**config.mk**
```make
export PLATFORM = sky130hd
export DESIGN_NAME = icack_top
export DESIGN_NICKNAME = d
export VERILOG_FILES = /design/src/pkg/icack_pkg.sv /design/src/hw/icack_sync.sv /design/src/hw/icack_top.sv
export VERILOG_INCLUDE_DIRS = /design/src /design/src/pkg
export SDC_FILE = /design/constraint.sdc
export NUM_CORES = 1
export LEC_CHECK = 0
export ABC_CLOCK_PERIOD_IN_PS = 1850
export BUFFER_PORTS_ARGS = -buffer_cell sky130_fd_sc_hd__buf_2
export CAP_MARGIN = 40
export CORE_MARGIN = 3
export CORE_UTILIZATION = 45
export DETAILED_ROUTE_END_ITERATION = 6
export PLACE_DENSITY_LB_ADDON = 0.15
export SETUP_SLACK_MARGIN = 0.02
export SYNTH_ARGS = -nofsm -noshare
export SYNTH_HDL_FRONTEND = slang
export SYNTH_HIERARCHICAL = 1
export SYNTH_SLANG_ARGS = --single-unit
```
**constraint.sdc**
```tcl
create_clock -name clk -period 1.85 [get_ports clk]
set_input_delay 0.37 -clock clk [delete_from_list [all_inputs] [get_ports clk]]
set_output_delay 0.37 -clock clk [all_outputs]
set_load 0.01 [all_outputs]
```
**src/pkg/icack_defs.svh**
```systemverilog
// constants for the interrupt cascade and acknowledge logic
`ifndef ICACK_DEFS_SVH
`define ICACK_DEFS_SVH
`define ICACK_CFG_MODE_SLAVE 1'b0
`define ICACK_CFG_MODE_DAISY 1'b1
`define ICACK_CFG_RESET_ID 2'h0
`define ICACK_VEC_RESET 8'h00
`define ICACK_SYNC_STAGES 3
`endif

```
**src/pkg/icack_pkg.sv**
```systemverilog
// types for the interrupt cascade and acknowledge logic
package icack_pkg;
  typedef enum logic [1:0] {
    ICACK_ST_IDLE,
    ICACK_ST_FIRST,
    ICACK_ST_GAP,
    ICACK_ST_DRIVE
  } icack_state_t;
endpackage

```
**src/hw/icack_sync.sv**
```systemverilog
// three-stage synchroniser with agreement filter for pin inputs
`timescale 1ns/1ps
`default_nettype none
module icack_sync #(
  parameter int WIDTH = 1
) (
  input wire logic clk,
  input wire logic rst,
  input wire logic [WIDTH-1:0] din,
  output logic [WIDTH-1:0] dout
);
  logic [WIDTH-1:0] s1_q, s2_q, s3_q, out_q;
  logic [WIDTH-1:0] s1_d, s2_d, s3_d, out_d;
  always_comb begin
    s1_d = din;
    s2_d = s1_q;
    s3_d = s2_q;
    out_d = out_q;
    for (int i = 0; i < WIDTH; i++) begin
      // only stages two and three are compared; stage one may be metastable
      if (s2_q[i] == s3_q[i]) begin
        out_d[i] = s3_q[i];
      end
    end
  end
  always_ff @(posedge clk) begin
    if (rst) begin
      s1_q <= '0;
      s2_q <= '0;
      s3_q <= '0;
      out_q <= '0;
    end else begin
      s1_q <= s1_d;
      s2_q <= s2_d;
      s3_q <= s3_d;
      out_q <= out_d;
    end
  end
  assign dout = out_q;
endmodule
`default_nettype wire

```
**src/hw/icack_top.sv**
```systemverilog
// interrupt cascade and acknowledge logic: slave-id and daisy-chain schemes
`timescale 1ns/1ps
`default_nettype none
`include "icack_defs.svh"
module icack_top #(
  parameter int VEC_W = 8
) (
  input wire logic clk,
  input wire logic rst,
  input wire logic cfg_mode_daisy,
  input wire logic [1:0] cfg_slave_id,
  input wire logic cfg_vector_en,
  input wire logic [VEC_W-1:0] cfg_vector,
  input wire logic bus_data_strobe_type,
  input wire logic irq_pending,
  input wire logic irq_acknowledge_strobe_n,
  input wire logic data_strobe_n,
  input wire logic chain_enable_in,
  input wire logic slave_addr_lo,
  output logic chain_enable_out,
  output logic irq_n,
  output logic [VEC_W-1:0] data_out,
  output logic data_oe,
  output logic ack_served
);
  logic [3:0] pins_raw, pins_s;
  logic ack_s, ds_s, ie_in_s, ie_lo_s;
  assign pins_raw = {~irq_acknowledge_strobe_n, ~data_strobe_n, chain_enable_in, slave_addr_lo};
  icack_sync #(.WIDTH(4)) u_sync (
    .clk(clk),
    .rst(rst),
    .din(pins_raw),
    .dout(pins_s)
  );
  assign ack_s = pins_s[3];
  assign ds_s = pins_s[2];
  assign ie_in_s = pins_s[1];
  assign ie_lo_s = pins_s[0];

  icack_pkg::icack_state_t st_q, st_d;
  logic ack_prev_q, ack_prev_d;
  logic sel_q, sel_d;
  logic ieo_q, ieo_d;
  logic irq_q, irq_d;
  logic [VEC_W-1:0] dout_q, dout_d;
  logic oe_q, oe_d;
  logic served_q, served_d;
  logic ack_rise, ack_fall, selected;

  always_comb begin
    ack_rise = ack_s & ~ack_prev_q;
    ack_fall = ~ack_s & ack_prev_q;
    // in slave mode chain_enable_in and slave_addr_lo carry the two id lines
    if (cfg_mode_daisy == `ICACK_CFG_MODE_DAISY) begin
      selected = ie_in_s & irq_pending;
    end else begin
      selected = irq_pending && ({ie_in_s, ie_lo_s} == cfg_slave_id);
    end
  end

  always_comb begin
    st_d = st_q;
    ack_prev_d = ack_s;
    sel_d = sel_q;
    oe_d = oe_q;
    dout_d = dout_q;
    served_d = 1'b0;
    unique case (st_q)
      icack_pkg::ICACK_ST_IDLE: begin
        oe_d = 1'b0;
        if (ack_rise) begin
          if (bus_data_strobe_type) begin
            st_d = icack_pkg::ICACK_ST_GAP;
          end else begin
            st_d = icack_pkg::ICACK_ST_FIRST;
          end
        end
      end
      icack_pkg::ICACK_ST_FIRST: begin
        // first strobe is only waited out; selection is taken on the second strobe, no data driven
        if (ack_fall) begin
          st_d = icack_pkg::ICACK_ST_GAP;
        end
      end
      icack_pkg::ICACK_ST_GAP: begin
        if (bus_data_strobe_type) begin
          // chain must have settled when data strobe falls
          if (ds_s) begin
            sel_d = selected;
            st_d = icack_pkg::ICACK_ST_DRIVE;
          end else if (!ack_s) begin
            st_d = icack_pkg::ICACK_ST_IDLE;
          end
        end else if (ack_rise) begin
          sel_d = selected;
          st_d = icack_pkg::ICACK_ST_DRIVE;
        end
      end
      icack_pkg::ICACK_ST_DRIVE: begin
        oe_d = sel_q & cfg_vector_en;
        dout_d = sel_q ? cfg_vector : VEC_W'(`ICACK_VEC_RESET);
        if (!ack_s) begin
          served_d = sel_q;
          oe_d = 1'b0;
          sel_d = 1'b0;
          st_d = icack_pkg::ICACK_ST_IDLE;
        end
      end
    endcase
  end

  // chain and poll outputs run on their own, apart from the acknowledge walk
  always_comb begin
    irq_d = ~irq_pending; // pending level stays visible for polling
    // pending blocks the chain; registered behind the pin synchroniser, so each device adds five cycles of delay
    ieo_d = (cfg_mode_daisy == `ICACK_CFG_MODE_DAISY) ? (ie_in_s & ~irq_pending) : 1'b0;
  end

  always_ff @(posedge clk) begin
    if (rst) begin
      ieo_q <= 1'b0;
      irq_q <= 1'b1;
    end else begin
      ieo_q <= ieo_d;
      irq_q <= irq_d;
    end
  end

  always_ff @(posedge clk) begin
    if (rst) begin
      st_q <= icack_pkg::ICACK_ST_IDLE;
      ack_prev_q <= 1'b0;
      sel_q <= 1'b0;
      dout_q <= VEC_W'(`ICACK_VEC_RESET);
      oe_q <= 1'b0;
      served_q <= 1'b0;
    end else begin
      st_q <= st_d;
      ack_prev_q <= ack_prev_d;
      sel_q <= sel_d;
      dout_q <= dout_d;
      oe_q <= oe_d;
      served_q <= served_d;
    end
  end

  assign chain_enable_out = ieo_q;
  assign irq_n = irq_q;
  assign data_out = dout_q;
  assign data_oe = oe_q;
  assign ack_served = served_q;
endmodule
`default_nettype wire

```
==> results of run 1 <==
==> per-layer routing <==
layer	track usage (%)	up-vias	share of wire, %
li1	-	503	-
met1	15.0	418	44
met2	21.9	36	48
met3	7.24	0	7.9
met4	4.97	0	0
met5	0	-	0
==> through the flow <==
stage / hold WS, ns / setup WS, ns / std cells / power [mW]
2_1_floorplan: 0.414 / 0.372 / 127 / 0.914
3_3_place_gp: 0.427 / 0.320 / 186 / 0.970
3_5_place_dp: 0.425 / 0.282 / 186 / 0.972
4_1_cts: 0.206 / 0.255 / 194 / 1.49
5_1_grt: 0.205 / 0.137 / 194 / 1.55
6_report: 0.226 / 0.251 / 194 / 1.46
==> worst register-to-register path, stage by stage (launching register included) <==
cell                      delay, ns
sky130_fd_sc_hd__dfxtp_1       0.37
sky130_fd_sc_hd__inv_1         0.09
sky130_fd_sc_hd__ha_1          0.27
sky130_fd_sc_hd__a221o_1       0.41
sky130_fd_sc_hd__a221o_1       0.32
sky130_fd_sc_hd__o31ai_1       0.06
==> worst min-delay path by stage <==
stage	end	slack (ns)
floorplan	u_sync/s2_q[0]$_SDFF_PP0_	0.41
global placement	u_sync/s2_q[0]$_SDFF_PP0_	0.43
detailed placement	u_sync/s2_q[0]$_SDFF_PP0_	0.42
CTS	chain_enable_out$_SDFF_PP0_	0.21
global route	chain_enable_out$_SDFF_PP0_	0.20
finish	chain_enable_out$_SDFF_PP0_	0.23
==> cell usage after synthesis, types with 2 or more instances <==
| library cell | count |
|---|---|
| sky130_fd_sc_hd__nand2b_1 | 4 |
| sky130_fd_sc_hd__inv_1 | 6 |
| sky130_fd_sc_hd__a221o_1 | 2 |
| sky130_fd_sc_hd__clkbuf_1 | 2 |
| sky130_fd_sc_hd__and2_1 | 2 |
| sky130_fd_sc_hd__a21oi_1 | 10 |
| sky130_fd_sc_hd__nand2_1 | 6 |
| sky130_fd_sc_hd__nor2b_2 | 4 |
| sky130_fd_sc_hd__nor2_1 | 14 |
| sky130_fd_sc_hd__ha_1 | 4 |
| sky130_fd_sc_hd__a22oi_1 | 6 |
| sky130_fd_sc_hd__o21ai_0 | 7 |
| sky130_fd_sc_hd__dfxtp_1 | 32 |
| sky130_fd_sc_hd__nor2b_1 | 6 |
| sky130_fd_sc_hd__xnor2_1 | 2 |
| sky130_fd_sc_hd__and2b_2 | 6 |
==> flip-flops by register name (all words and copies together), names as in the netlist <==
name / flops
ack_prev_q: 1
ack_served: 1
chain_enable_out: 1
data_oe: 1
data_out: 8
irq_n: 1
sel_q: 1
st_q: 2
u_sync/dout: 4
u_sync/s1_q: 4
u_sync/s2_q: 4
u_sync/s3_q: 4
==> report_power, final <==
group / internal (mW) / switching [mW] / total, mW
clock network: 0.283 / 0.224 / 0.507
registers: 0.715 / 0.0154 / 0.730
logic: 0.109 / 0.119 / 0.227
==> kinds of logic after synthesis <==
kind of cell | Yosys count | synth area share [%]
XOR/XNOR | 2 | 1.42
flip-flops | 32 | 51.9
multiplexers | 1 | 0.811
AND/OR/NAND/NOR | 49 | 23.5
adder cells (fa/ha/maj) | 4 | 4.06
buffers and inverters | 10 | 3.65
AO/OA/AOI/OAI | 29 | 14.6
==> area by class of cell <==
cell class	instances	share of cell area [%]
Sequential cell	32	43.0
Clock inverter	2	2.35
Tap cell	30	2.52
Clock buffer	6	2.77
Multi-Input combinational cell	85	36.7
Inverter	7	1.76
Timing Repair Buffer	32	10.9
==> results.rst, run 1 <==
.. list-table::
   :header-rows: 1

   * - Metric
     - Value
   * - Startpoint of the most critical hold path
     - irq_pending
   * - Standard cell area after detailed placement
     - roughly 1400 um2
   * - Dominant delay contributor by cell family on the critical path
     - compound AO/OA/AOI/OAI gates
   * - Ratio of cells with drive above 1 in the final layout
     - a little under a third
   * - Area growth syn-to-layout
     - 20.9%
   * - Final std cell area, no fill
     - approximately 1500 um2
   * - Post-synthesis cell count
     - 127
   * - Tightest slew margin relative to the limit
     - roughly four fifths
   * - Hpwl dp
     - roughly 1500 um
   * - Core region area
     - ~2500 um2
   * - Antenna viol nets, final
     - 0
   * - Post-cts resize count
     - 0
   * - Setup_tns
     - 0 ns
   * - Count of maximum capacitance violations
     - 0
   * - Antenna violations before repair
     - 0
   * - Layout Nets
     - about 190
   * - Total wire length after detailed routing
     - between 2000 and 2500 um
   * - Port Buffers
     - 31
   * - Prevailing post-synth register cell
     - sky130_fd_sc_hd__dfxtp_1
   * - Mean cell area of the mapped netlist
     - 9.71 um2
   * - Top cells by area in the synthesized netlist
     - sky130_fd_sc_hd__dfxtp_1 52%, sky130_fd_sc_hd__nor2_1 4.3%, sky130_fd_sc_hd__and2b_2 4.3%
   * - Max-slew violations
     - 0
   * - Class of the worst hold path
     - input port to flop
   * - Clock insertion delay at the later pin of the skew report
     - roughly 0.32 ns
   * - Via Count
     - ~960
   * - Placer congestion estimate
     - 0.720
   * - Most common cell after layout, fill and taps aside
     - sky130_fd_sc_hd__dfxtp_1
   * - Type of origin of the critical path
     - flop
   * - Cell type with the highest occurrence count on the critical path
     - sky130_fd_sc_hd__a221o_1
   * - Reg2reg start
     - st_q[0]$_SDFFE_PP0P_
   * - Tmin final
     - approximately 1.6 ns
   * - Final hold viol count
     - 0
   * - First-pass GRT wire length
     - between 3000 and 4000 um
   * - Clock tree skew after final layout
     - 0.00942 ns
   * - # diodes
     - 0
   * - Pre-antenna DRT Iters
     - 4
   * - Number of global-route vias before repair
     - between 800 and 900
   * - Synthesized netlist net count
     - 151
   * - Start point of the critical path
     - st_q[0]$_SDFFE_PP0P_
   * - Synth cell types
     - 30
   * - Ratio of total power to cell area
     - between 900 and 1000 nW/um2
   * - Synth Register Bits
     - 32
   * - Critical path endpoint
     - st_q[1]$_SDFFE_PP0P_
   * - Hold-critical path depth
     - 2
   * - Critical path start-end classification
     - flop to flop
   * - Depth of the worst register-to-register path
     - 5
   * - Top-level I/O count
     - 32
   * - Count of yosys warnings during synthesis
     - 6
   * - Final Core Density
     - roughly three fifths
   * - Die span in x
     - just under 60 um
   * - Final critical-path share of the clock period
     - 86.4%
   * - Register area
     - 641 um2
   * - Number of rows created at floorplan
     - 18
   * - Area of combinational cells with multiple inputs
     - ~550 um2
   * - Hold-fix buffers at CTS
     - 0
   * - Area enclosed by the die boundary
     - 3410 um2
   * - Unrepaired setup endpoints after global routing
     - false
   * - Initial Util
     - 48.5%
   * - Yosys top cell area share
     - approximately half
   * - Final-layout fill cell count
     - around 230
   * - Achievable Freq
     - 0.626 GHz
   * - Leading cell types in the layout, fill and taps excluded
     - 32 x sky130_fd_sc_hd__dfxtp_1, 31 x sky130_fd_sc_hd__buf_2, 14 x sky130_fd_sc_hd__nor2_1
   * - Cells along the critical path
     - inv_1 -> ha_1 -> a221o_1 -> a221o_1 -> o31ai_1
   * - Library cell with the largest summed area after synthesis
     - sky130_fd_sc_hd__dfxtp_1
   * - CP max FO
     - 6
   * - Tightest Pin Transition
     - 0.319 ns
   * - GR Util All Layers
     - a little over an eighth
   * - Num CTS Buffers
     - 5
   * - Status
     - completed
   * - Number of buffer and inverter instances along the worst setup path
     - 1
   * - Netlist area before placement
     - roughly 1200 um2
   * - Post-CTS Setup Bufs
     - 0
   * - Critical Path Sink Type
     - flop
   * - DRC violation total after the first TritonRoute iteration
     - 21
   * - H-tree Lvls
     - 2
   * - Maximum number of pins on one net before global-route repair
     - 25
   * - Average via count per standard cell
     - slightly below 5
   * - Final routed DRC violation total
     - 0
   * - Worst path depth
     - 5
   * - Final setup violation count
     - 0
   * - Leak
     - 0.656 nW
   * - Register-to-register path setup slack
     - 0.25 ns
   * - Final routed wire length divided by cell count
     - 11.0 um
   * - Final global-route overflow total
     - 0
   * - Peak supply drop
     - 0.666 mV
   * - Required time reported for the critical path endpoint
     - about 2.1 ns
   * - Maximum count of clock buffers along a single path
     - 2
   * - Root Driver
     - sky130_fd_sc_hd__clkbuf_4
   * - TritonCTS clock tree
     - done
   * - Arrival time reported for the critical path endpoint
     - between 1.5 and 2 ns
   * - Portion of the post-synthesis area used by sequential elements
     - 51.9%
   * - Slowest Stage Delay on Critical Path
     - 0.41 ns
   * - Total clock sinks
     - 32
   * - Worst R2R End
     - st_q[1]$_SDFFE_PP0P_
   * - Async set-reset flop share out of synthesis
     - 0%
   * - Number of flops mapped to enable cells by yosys
     - 0
   * - CP max stage cell
     - sky130_fd_sc_hd__a221o_1
   * - Overall die height
     - 58.4 um
   * - Reg clk slew, reported paths
     - approximately 0.09 ns
(Power assumes the default switching activity.)
==> inputs of run 2 (changes only) <==
--- a/config.mk
+++ b/config.mk
@@ -12,7 +12,7 @@
 export CORE_MARGIN = 3
 export CORE_UTILIZATION = 45
 export DETAILED_ROUTE_END_ITERATION = 6
-export PLACE_DENSITY_LB_ADDON = 0.15
+export PLACE_DENSITY = 0.7
 export SETUP_SLACK_MARGIN = 0.02
 export SYNTH_ARGS = -nofsm -noshare
 export SYNTH_HDL_FRONTEND = slang
==> run 2 against run 1 <==
Compared with the run above: design area is 0.75% higher; die area stayed put; clock skew is 0.0017 ns lower; hold slack better by 0.0058 ns; first-iteration DRC count is 76% higher; maximum frequency is 4.5% lower; critical endpoint unchanged; highest routed layer is now met4.
==> results.rst, run 2 (same netlist as run 1, synthesis figures left out) <==
.. list-table::
   :header-rows: 1

   * - Metric
     - Value
   * - Maximum number of pins on one net before global-route repair
     - 18 (-28%)
   * - Pre-antenna DRT Iters
     - 4 (unchanged)
   * - Cell-internal power
     - 1.11 mW (+0.13%)
   * - Clock insertion delay at the later pin of the skew report
     - 0.33 ns (about the same)
   * - Unrepaired setup endpoints after global routing
     - false
   * - Area enclosed by the die boundary
     - 3410 um2 (unchanged)
   * - Final global-route overflow total
     - 0 (unchanged)
   * - Top-level I/O count
     - 32 (unchanged)
   * - Critical path start-end classification
     - flop to flop
   * - Die span in x
     - 58.4 um (unchanged)
   * - DRC violation total after the first TritonRoute iteration
     - 37 (+76%)
   * - Achievable Freq
     - 0.598 GHz (-4.5%)
   * - Peak supply drop
     - 0.661 mV (-0.86%)
   * - GR Util All Layers
     - 14.9% (+1.4 points)
   * - Overall die height
     - 58.4 um (unchanged)
   * - Number of standard cells in the final layout excluding fillers
     - 195 (+0.52%)
   * - Final setup violation count
     - 0 (unchanged)
   * - Arrival time reported for the critical path endpoint
     - 1.91 ns (+0.07 ns)
   * - Post-cts resize count
     - 0 (unchanged)
   * - Via Count
     - 1,000 (+4.5%)
   * - Status
     - completed
   * - Switching fraction of total power
     - 25.6% (+1.1 points)
   * - First-pass GRT wire length
     - 3820 um (+10%)
   * - Area growth syn-to-layout
     - 21.8%
   * - H-tree Lvls
     - 2 (unchanged)
   * - Final hold viol count
     - 0 (unchanged)
   * - Required time reported for the critical path endpoint
     - 2.09 ns (about the same)
   * - Type of origin of the critical path
     - flop
   * - Cell type with the highest occurrence count on the critical path
     - sky130_fd_sc_hd__a221o_1
   * - Maximum count of clock buffers along a single path
     - 2 (unchanged)
   * - Final routed DRC violation total
     - 0 (unchanged)
   * - Average via count per standard cell
     - 5.13 (+4.0%)
   * - Sequential fraction of design power
     - 49.1% (-0.7 points)
   * - Tmin final
     - 1.67 ns (+0.0748 ns)
   * - Combinational share of power
     - 16.1% (+0.6 points)
   * - TritonCTS clock tree
     - done
   * - Antenna violations before repair
     - 0 (unchanged)
   * - Number of rows created at floorplan
     - 18 (unchanged)
   * - Clock tree skew after final layout
     - 0.00777 ns (-0.00165 ns)
   * - Class of the worst hold path
     - input port to flop
   * - Slowest Stage Delay on Critical Path
     - 0.43 ns (+0.02 ns)
   * - CP max stage cell
     - sky130_fd_sc_hd__a221o_1
   * - Ratio of cells with drive above 1 in the final layout
     - 32.1% (+1.0 points)
   * - Max-slew violations
     - 0 (unchanged)
   * - Cells along the critical path
     - inv_1 -> ha_1 -> a221o_1 -> a221o_1 -> o31ai_1
   * - Number of global-route vias before repair
     - 922 (+3.9%)
   * - Total clock sinks
     - 32 (unchanged)
   * - Final-layout fill cell count
     - 232 (+0.43%)
   * - Initial Util
     - 48.5% (unchanged)
   * - Num CTS Buffers
     - 5 (unchanged)
   * - Hold-fix buffers at CTS
     - 0 (unchanged)
   * - Reported net switching power
     - 381 uW (+6.2%)
   * - CP max FO
     - 6 (unchanged)
   * - Port Buffers
     - 31 (unchanged)
   * - # diodes
     - 0 (unchanged)
   * - Final critical-path share of the clock period
     - 90.5% (+4.0 points)
   * - Ratio of total power to cell area
     - 991 nW/um2 (+0.86%)
   * - Final routed wire length divided by cell count
     - 11.6 um (+5.3%)
   * - Leak
     - 0.660 nW (+0.57%)
   * - Setup_tns
     - 0 ns (unchanged)
   * - Critical Path Sink Type
     - flop
   * - Leading cell types in the layout, fill and taps excluded
     - 32 x sky130_fd_sc_hd__dfxtp_1, 31 x sky130_fd_sc_hd__buf_2, 14 x sky130_fd_sc_hd__nor2_1
   * - Most common cell after layout, fill and taps aside
     - sky130_fd_sc_hd__dfxtp_1
   * - Total placed cells including tap cells
     - 187 (+0.54%)
   * - Post-CTS Setup Bufs
     - 0 (unchanged)
   * - Hpwl dp
     - 1700 um (+10%)
   * - Tightest slew margin relative to the limit
     - 79.1% (+0.40 points)
   * - Power share of the clock group
     - 34.8% (+0.2 points)
   * - Reg clk slew, reported paths
     - 0.10 ns (about the same)
   * - Total wire length after detailed routing
     - 2260 um (+5.8%)
   * - Root Driver
     - sky130_fd_sc_hd__clkbuf_4
   * - Layout Nets
     - 188 (+0.53%)
   * - Count of maximum capacitance violations
     - 0 (unchanged)
   * - Antenna viol nets, final
     - 0 (unchanged)
   * - Flip-flop count of the largest register, all copies and words added
     - 8 (unchanged)
   * - Tightest Pin Transition
     - 0.313 ns (-0.00602 ns)
   * - Placer congestion estimate
     - 0.790 (+9.7%)
   * - Core region area
     - 2540 um2 (unchanged)
run 2: cell types whose count changed in the layout (fill, tap and decap cells not counted):
| cell | delta |
|---|---|
| sky130_fd_sc_hd__buf_4 | +1 |
| sky130_fd_sc_hd__clkbuf_1 | -1 |
| sky130_fd_sc_hd__clkinvlp_4 | +1 |
run 2: power by group through the flow:
stage	sequential, mW	combinational (mW)	clock, mW
after floorplan	0.743	0.171	0
after global placement	0.744	0.220	0
after detailed placement	0.747	0.234	0
after CTS	0.731	0.236	0.530
after global routing	0.734	0.268	0.572
final	0.730	0.240	0.518
run 2: worst max-delay path: cells and delay by family, from the launching register on:
kind	cells	cell delay (ns)
compound gates	3	0.84
flops	1	0.38
buf+inv	1	0.09
fa+ha+maj	1	0.27
run 2: metrics by stage:
| step | setup slack, ns | cell area, um2 | hold WS [ns] | utilization (%) | total power, mW |
|---|---|---|---|---|---|
| 6_report | 0.177 | 1500 | 0.232 | 59.0 | 1.49 |
| 5_1_grt | 0.0826 | 1500 | 0.219 | 59.0 | 1.57 |
| 4_1_cts | 0.183 | 1500 | 0.224 | 59.0 | 1.50 |
| 3_5_place_dp | 0.211 | 1420 | 0.428 | 55.9 | 0.981 |
| 3_3_place_gp | 0.330 | 1420 | 0.419 | 55.9 | 0.965 |
| 2_1_floorplan | 0.372 | 1230 | 0.414 | - | 0.914 |
run 2: layer usage:
layer | vias to the layer above | routed length [um] | track usage, %
li1 | 505 | - | -
met1 | 453 | 939 | 16.2
met2 | 37 | 1070 | 24.7
met3 | 5 | 209 | 5.04
met4 | 0 | 37 | 9.60
met5 | - | 0 | 0
run 2: worst paths after layout:
| check | cells after the start | slack (ns) | startpoint | to |
|---|---|---|---|---|
| setup / recovery | 5 | 0.18 | st_q[0]$_SDFFE_PP0P_ | st_q[1]$_SDFFE_PP0P_ |
| hold / removal | 2 | 0.23 | irq_pending | chain_enable_out$_SDFF_PP0_ |
| setup reg to reg | 5 | 0.18 | st_q[0]$_SDFFE_PP0P_ | st_q[1]$_SDFFE_PP0P_ |
| hold reg to reg | 1 | 0.45 | u_sync/s1_q[1]$_SDFF_PP0_ | u_sync/s2_q[1]$_SDFF_PP0_ |
run 2: layout make-up:
| class | count | area [um2] | share of cell area (%) |
|---|---|---|---|
| Clock inverter | 3 | 42.5 | 2.83 |
| Tap cell | 30 | 37.5 | 2.50 |
| Inverter | 7 | 26.3 | 1.75 |
| Multi-Input combinational cell | 85 | 548 | 36.5 |
| Clock buffer | 5 | 37.5 | 2.50 |
| Timing Repair Buffer | 33 | 170 | 11.3 |
| Sequential cell | 32 | 641 | 42.6 |
==> inputs of run 3 (changes only) <==
--- a/config.mk
+++ b/config.mk
@@ -7,12 +7,11 @@
 export NUM_CORES = 1
 export LEC_CHECK = 0
 export ABC_CLOCK_PERIOD_IN_PS = 1850
-export BUFFER_PORTS_ARGS = -buffer_cell sky130_fd_sc_hd__buf_2
 export CAP_MARGIN = 40
 export CORE_MARGIN = 3
 export CORE_UTILIZATION = 45
 export DETAILED_ROUTE_END_ITERATION = 6
-export PLACE_DENSITY = 0.7
+export DONT_BUFFER_PORTS = 1
 export SETUP_SLACK_MARGIN = 0.02
 export SYNTH_ARGS = -nofsm -noshare
 export SYNTH_HDL_FRONTEND = slang
==> run 3 against run 2 <==
Compared with the run above: non-clock buffer count fell by 33; core utilization fell by 6.8 points; design area fell by 12%; maximum frequency rose by 4.5%; sequential power barely moved; first-iteration DRC count fell by 22%; total power fell by 3.2%; critical path depth did not move; clock skew fell by 0.0043 ns.
==> results.rst, run 3 (same netlist as run 1, synthesis figures left out) <==
.. list-table::
   :header-rows: 1

   * - Metric
     - Value
   * - Register area
     - 641 um2 (unchanged)
   * - Number of global-route vias before repair
     - 828 (-10%)
   * - Antenna violations before repair
     - 0 (unchanged)
   * - Tightest slew margin relative to the limit
     - 80.1% (+1.0 points)
   * - CP max FO
     - 6 (unchanged)
   * - Placer congestion estimate
     - 0.640 (-19%)
   * - Maximum count of clock buffers along a single path
     - 2 (unchanged)
   * - Required time reported for the critical path endpoint
     - 2.10 ns (about the same)
   * - Final std cell area, no fill
     - 1330 um2 (-12%)
   * - Via Count
     - 872 (-13%)
   * - Unrepaired setup endpoints after global routing
     - false
   * - Reg2reg start
     - st_q[0]$_SDFFE_PP0P_
   * - Final global-route overflow total
     - 0 (unchanged)
   * - Setup_tns
     - 0 ns (unchanged)
   * - Die span in x
     - 58.4 um (unchanged)
   * - Total clock sinks
     - 32 (unchanged)
   * - Final-layout fill cell count
     - 250 (+7.8%)
   * - Area of combinational cells with multiple inputs
     - 548 um2 (unchanged)
   * - Num CTS Buffers
     - 5 (unchanged)
   * - Ratio of cells with drive above 1 in the final layout
     - 14.4% (-18 points)
   * - Pre-antenna DRT Iters
     - 4 (unchanged)
   * - Area enclosed by the die boundary
     - 3410 um2 (unchanged)
   * - Achievable Freq
     - 0.625 GHz (+4.5%)
   * - Root Driver
     - sky130_fd_sc_hd__clkbuf_4
   * - Start point of the critical path
     - st_q[0]$_SDFFE_PP0P_
   * - Total wire length after detailed routing
     - 2090 um (-7.4%)
   * - Hpwl dp
     - 1430 um (-16%)
   * - Class of the worst hold path
     - input port to flop
   * - Area growth syn-to-layout
     - 7.71%
   * - Post-CTS Setup Bufs
     - 0 (unchanged)
   * - Reg clk slew, reported paths
     - 0.10 ns (about the same)
   * - Count of maximum capacitance violations
     - 0 (unchanged)
   * - First-pass GRT wire length
     - 3530 um (-7.8%)
   * - Final hold viol count
     - 0 (unchanged)
   * - GR Util All Layers
     - 13.7% (-1.2 points)
   * - Cell type with the highest occurrence count on the critical path
     - sky130_fd_sc_hd__a221o_1
   * - Type of origin of the critical path
     - flop
   * - Tmin final
     - 1.60 ns (-0.0725 ns)
   * - CP max stage cell
     - sky130_fd_sc_hd__a221o_1
   * - Depth of the worst register-to-register path
     - 5 (unchanged)
   * - Leak
     - 0.511 nW (-22%)
   * - Core region area
     - 2540 um2 (unchanged)
   * - Number of rows created at floorplan
     - 18 (unchanged)
   * - Overall die height
     - 58.4 um (unchanged)
   * - Leading cell types in the layout, fill and taps excluded
     - 32 x sky130_fd_sc_hd__dfxtp_1, 14 x sky130_fd_sc_hd__nor2_1, 10 x sky130_fd_sc_hd__a21oi_1
   * - Port Buffers
     - 0 (-100%)
   * - Final Core Density
     - 52.2% (-6.8 points)
   * - Flip-flop count of the largest register, all copies and words added
     - 8 (unchanged)
   * - Initial Util
     - 48.5% (unchanged)
   * - TritonCTS clock tree
     - done
   * - Critical Path Sink Type
     - flop
   * - Final routed DRC violation total
     - 0 (unchanged)
   * - Max-slew violations
     - 0 (unchanged)
   * - Status
     - completed
   * - Clock tree skew after final layout
     - 0.00348 ns (-0.00429 ns)
   * - Arrival time reported for the critical path endpoint
     - 1.85 ns (-0.06 ns)
   * - # diodes
     - 0 (unchanged)
   * - Highest metal layer with signal wires
     - met4
   * - Peak supply drop
     - 1.05 mV (+59%)
   * - Total design power
     - 1.44 mW (-3.2%)
   * - Hold-fix buffers at CTS
     - 0 (unchanged)
   * - Length of routed wiring on met1
     - 845 um (-10%)
   * - Critical path start-end classification
     - flop to flop
   * - Register-to-register path setup slack
     - 0.25 ns (+0.07 ns)
   * - Worst R2R End
     - st_q[1]$_SDFFE_PP0P_
   * - Average via count per standard cell
     - 5.38 (+5.0%)
   * - Worst Hold Slack
     - 0.0917 ns (-0.140 ns)
   * - Standard cell area after detailed placement
     - 1250 um2 (-12%)
   * - Layout Nets
     - 155 (-18%)
   * - Top-level I/O count
     - 32 (unchanged)
   * - Cells along the critical path
     - inv_1 -> ha_1 -> a221o_1 -> a221o_1 -> o31ai_1
   * - Critical path endpoint
     - st_q[1]$_SDFFE_PP0P_
   * - Slowest Stage Delay on Critical Path
     - 0.41 ns (-0.02 ns)
   * - H-tree Lvls
     - 2 (unchanged)
   * - Clock insertion delay at the later pin of the skew report
     - 0.33 ns (about the same)
   * - Routed length on met3
     - 207 um (-0.96%)
   * - Most common cell after layout, fill and taps aside
     - sky130_fd_sc_hd__dfxtp_1
   * - Met2 WL
     - 994 um (-7.1%)
   * - Final critical-path share of the clock period
     - 86.5% (-3.9 points)
   * - Final routed wire length divided by cell count
     - 12.9 um (+11%)
   * - DRC violation total after the first TritonRoute iteration
     - 29 (-22%)
   * - Post-cts resize count
     - 0 (unchanged)
   * - Tightest Pin Transition
     - 0.298 ns (-0.0152 ns)
   * - Antenna viol nets, final
     - 0 (unchanged)
   * - Ratio of total power to cell area
     - 1080 nW/um2 (+9.5%)
   * - Maximum number of pins on one net before global-route repair
     - 34 (+16)
   * - Final setup violation count
     - 0 (unchanged)
-- run 3: cell types whose count changed in the layout (fill, tap and decap cells not counted) --
cell	delta
sky130_fd_sc_hd__buf_2	-31
sky130_fd_sc_hd__buf_4	-2
sky130_fd_sc_hd__clkbuf_1	+1
sky130_fd_sc_hd__clkinvlp_4	-1
-- run 3: routing by layer --
| metal | track usage [%] | vias up |
|---|---|---|
| met2 | 21.2 | 29 |
| met4 | 7.95 | 0 |
| met1 | 15.3 | 400 |
| met3 | 6.58 | 7 |
| li1 | - | 436 |
| met5 | 0 | - |
-- run 3: cell type report --
type	instances	share of cell area, %
clock inverters	2	2.64
well taps	30	2.82
multi-input cells	85	41.2
inverters	7	1.98
clock buffers	6	3.11
flip-flops and latches	32	48.2
-- run 3: worst min-delay path by stage --
stage	cells past startpoint	slack [ns]	to	startpoint
floorplan	1	0.41	u_sync/s2_q[0]$_SDFF_PP0_	u_sync/s1_q[0]$_SDFF_PP0_
global placement	1	0.43	u_sync/s2_q[1]$_SDFF_PP0_	u_sync/s1_q[1]$_SDFF_PP0_
detailed placement	1	0.44	u_sync/s2_q[3]$_SDFF_PP0_	u_sync/s1_q[3]$_SDFF_PP0_
CTS	1	0.08	u_sync/s1_q[2]$_SDFF_PP0_	rst
global route	1	0.06	u_sync/s3_q[0]$_SDFF_PP0_	rst
finish	1	0.09	u_sync/s3_q[0]$_SDFF_PP0_	rst
-- run 3: report_power, final --
group | leakage, nW | switching [mW] | internal, mW
sequential | 0.260 | 0.0168 | 0.715
combinational | 0.209 | 0.100 | 0.0938
clock | 0.0422 | 0.232 | 0.283
-- run 3: worst max-delay path, delay by kind of cell, from the launching register on --
kind / cells / cell delay, ns
buf+inv: 1 / 0.09
flops: 1 / 0.38
fa+ha+maj: 1 / 0.26
compound gates: 3 / 0.80
-- run 3: metrics by stage --
| step | instances | setup WS [ns] |
|---|---|---|
| final | 162 | 0.249 |
| after global routing | 162 | 0.154 |
| after CTS | 162 | 0.249 |
| after detailed placement | 154 | 0.273 |
| after global placement | 154 | 0.316 |
| after floorplan | 127 | 0.372 |
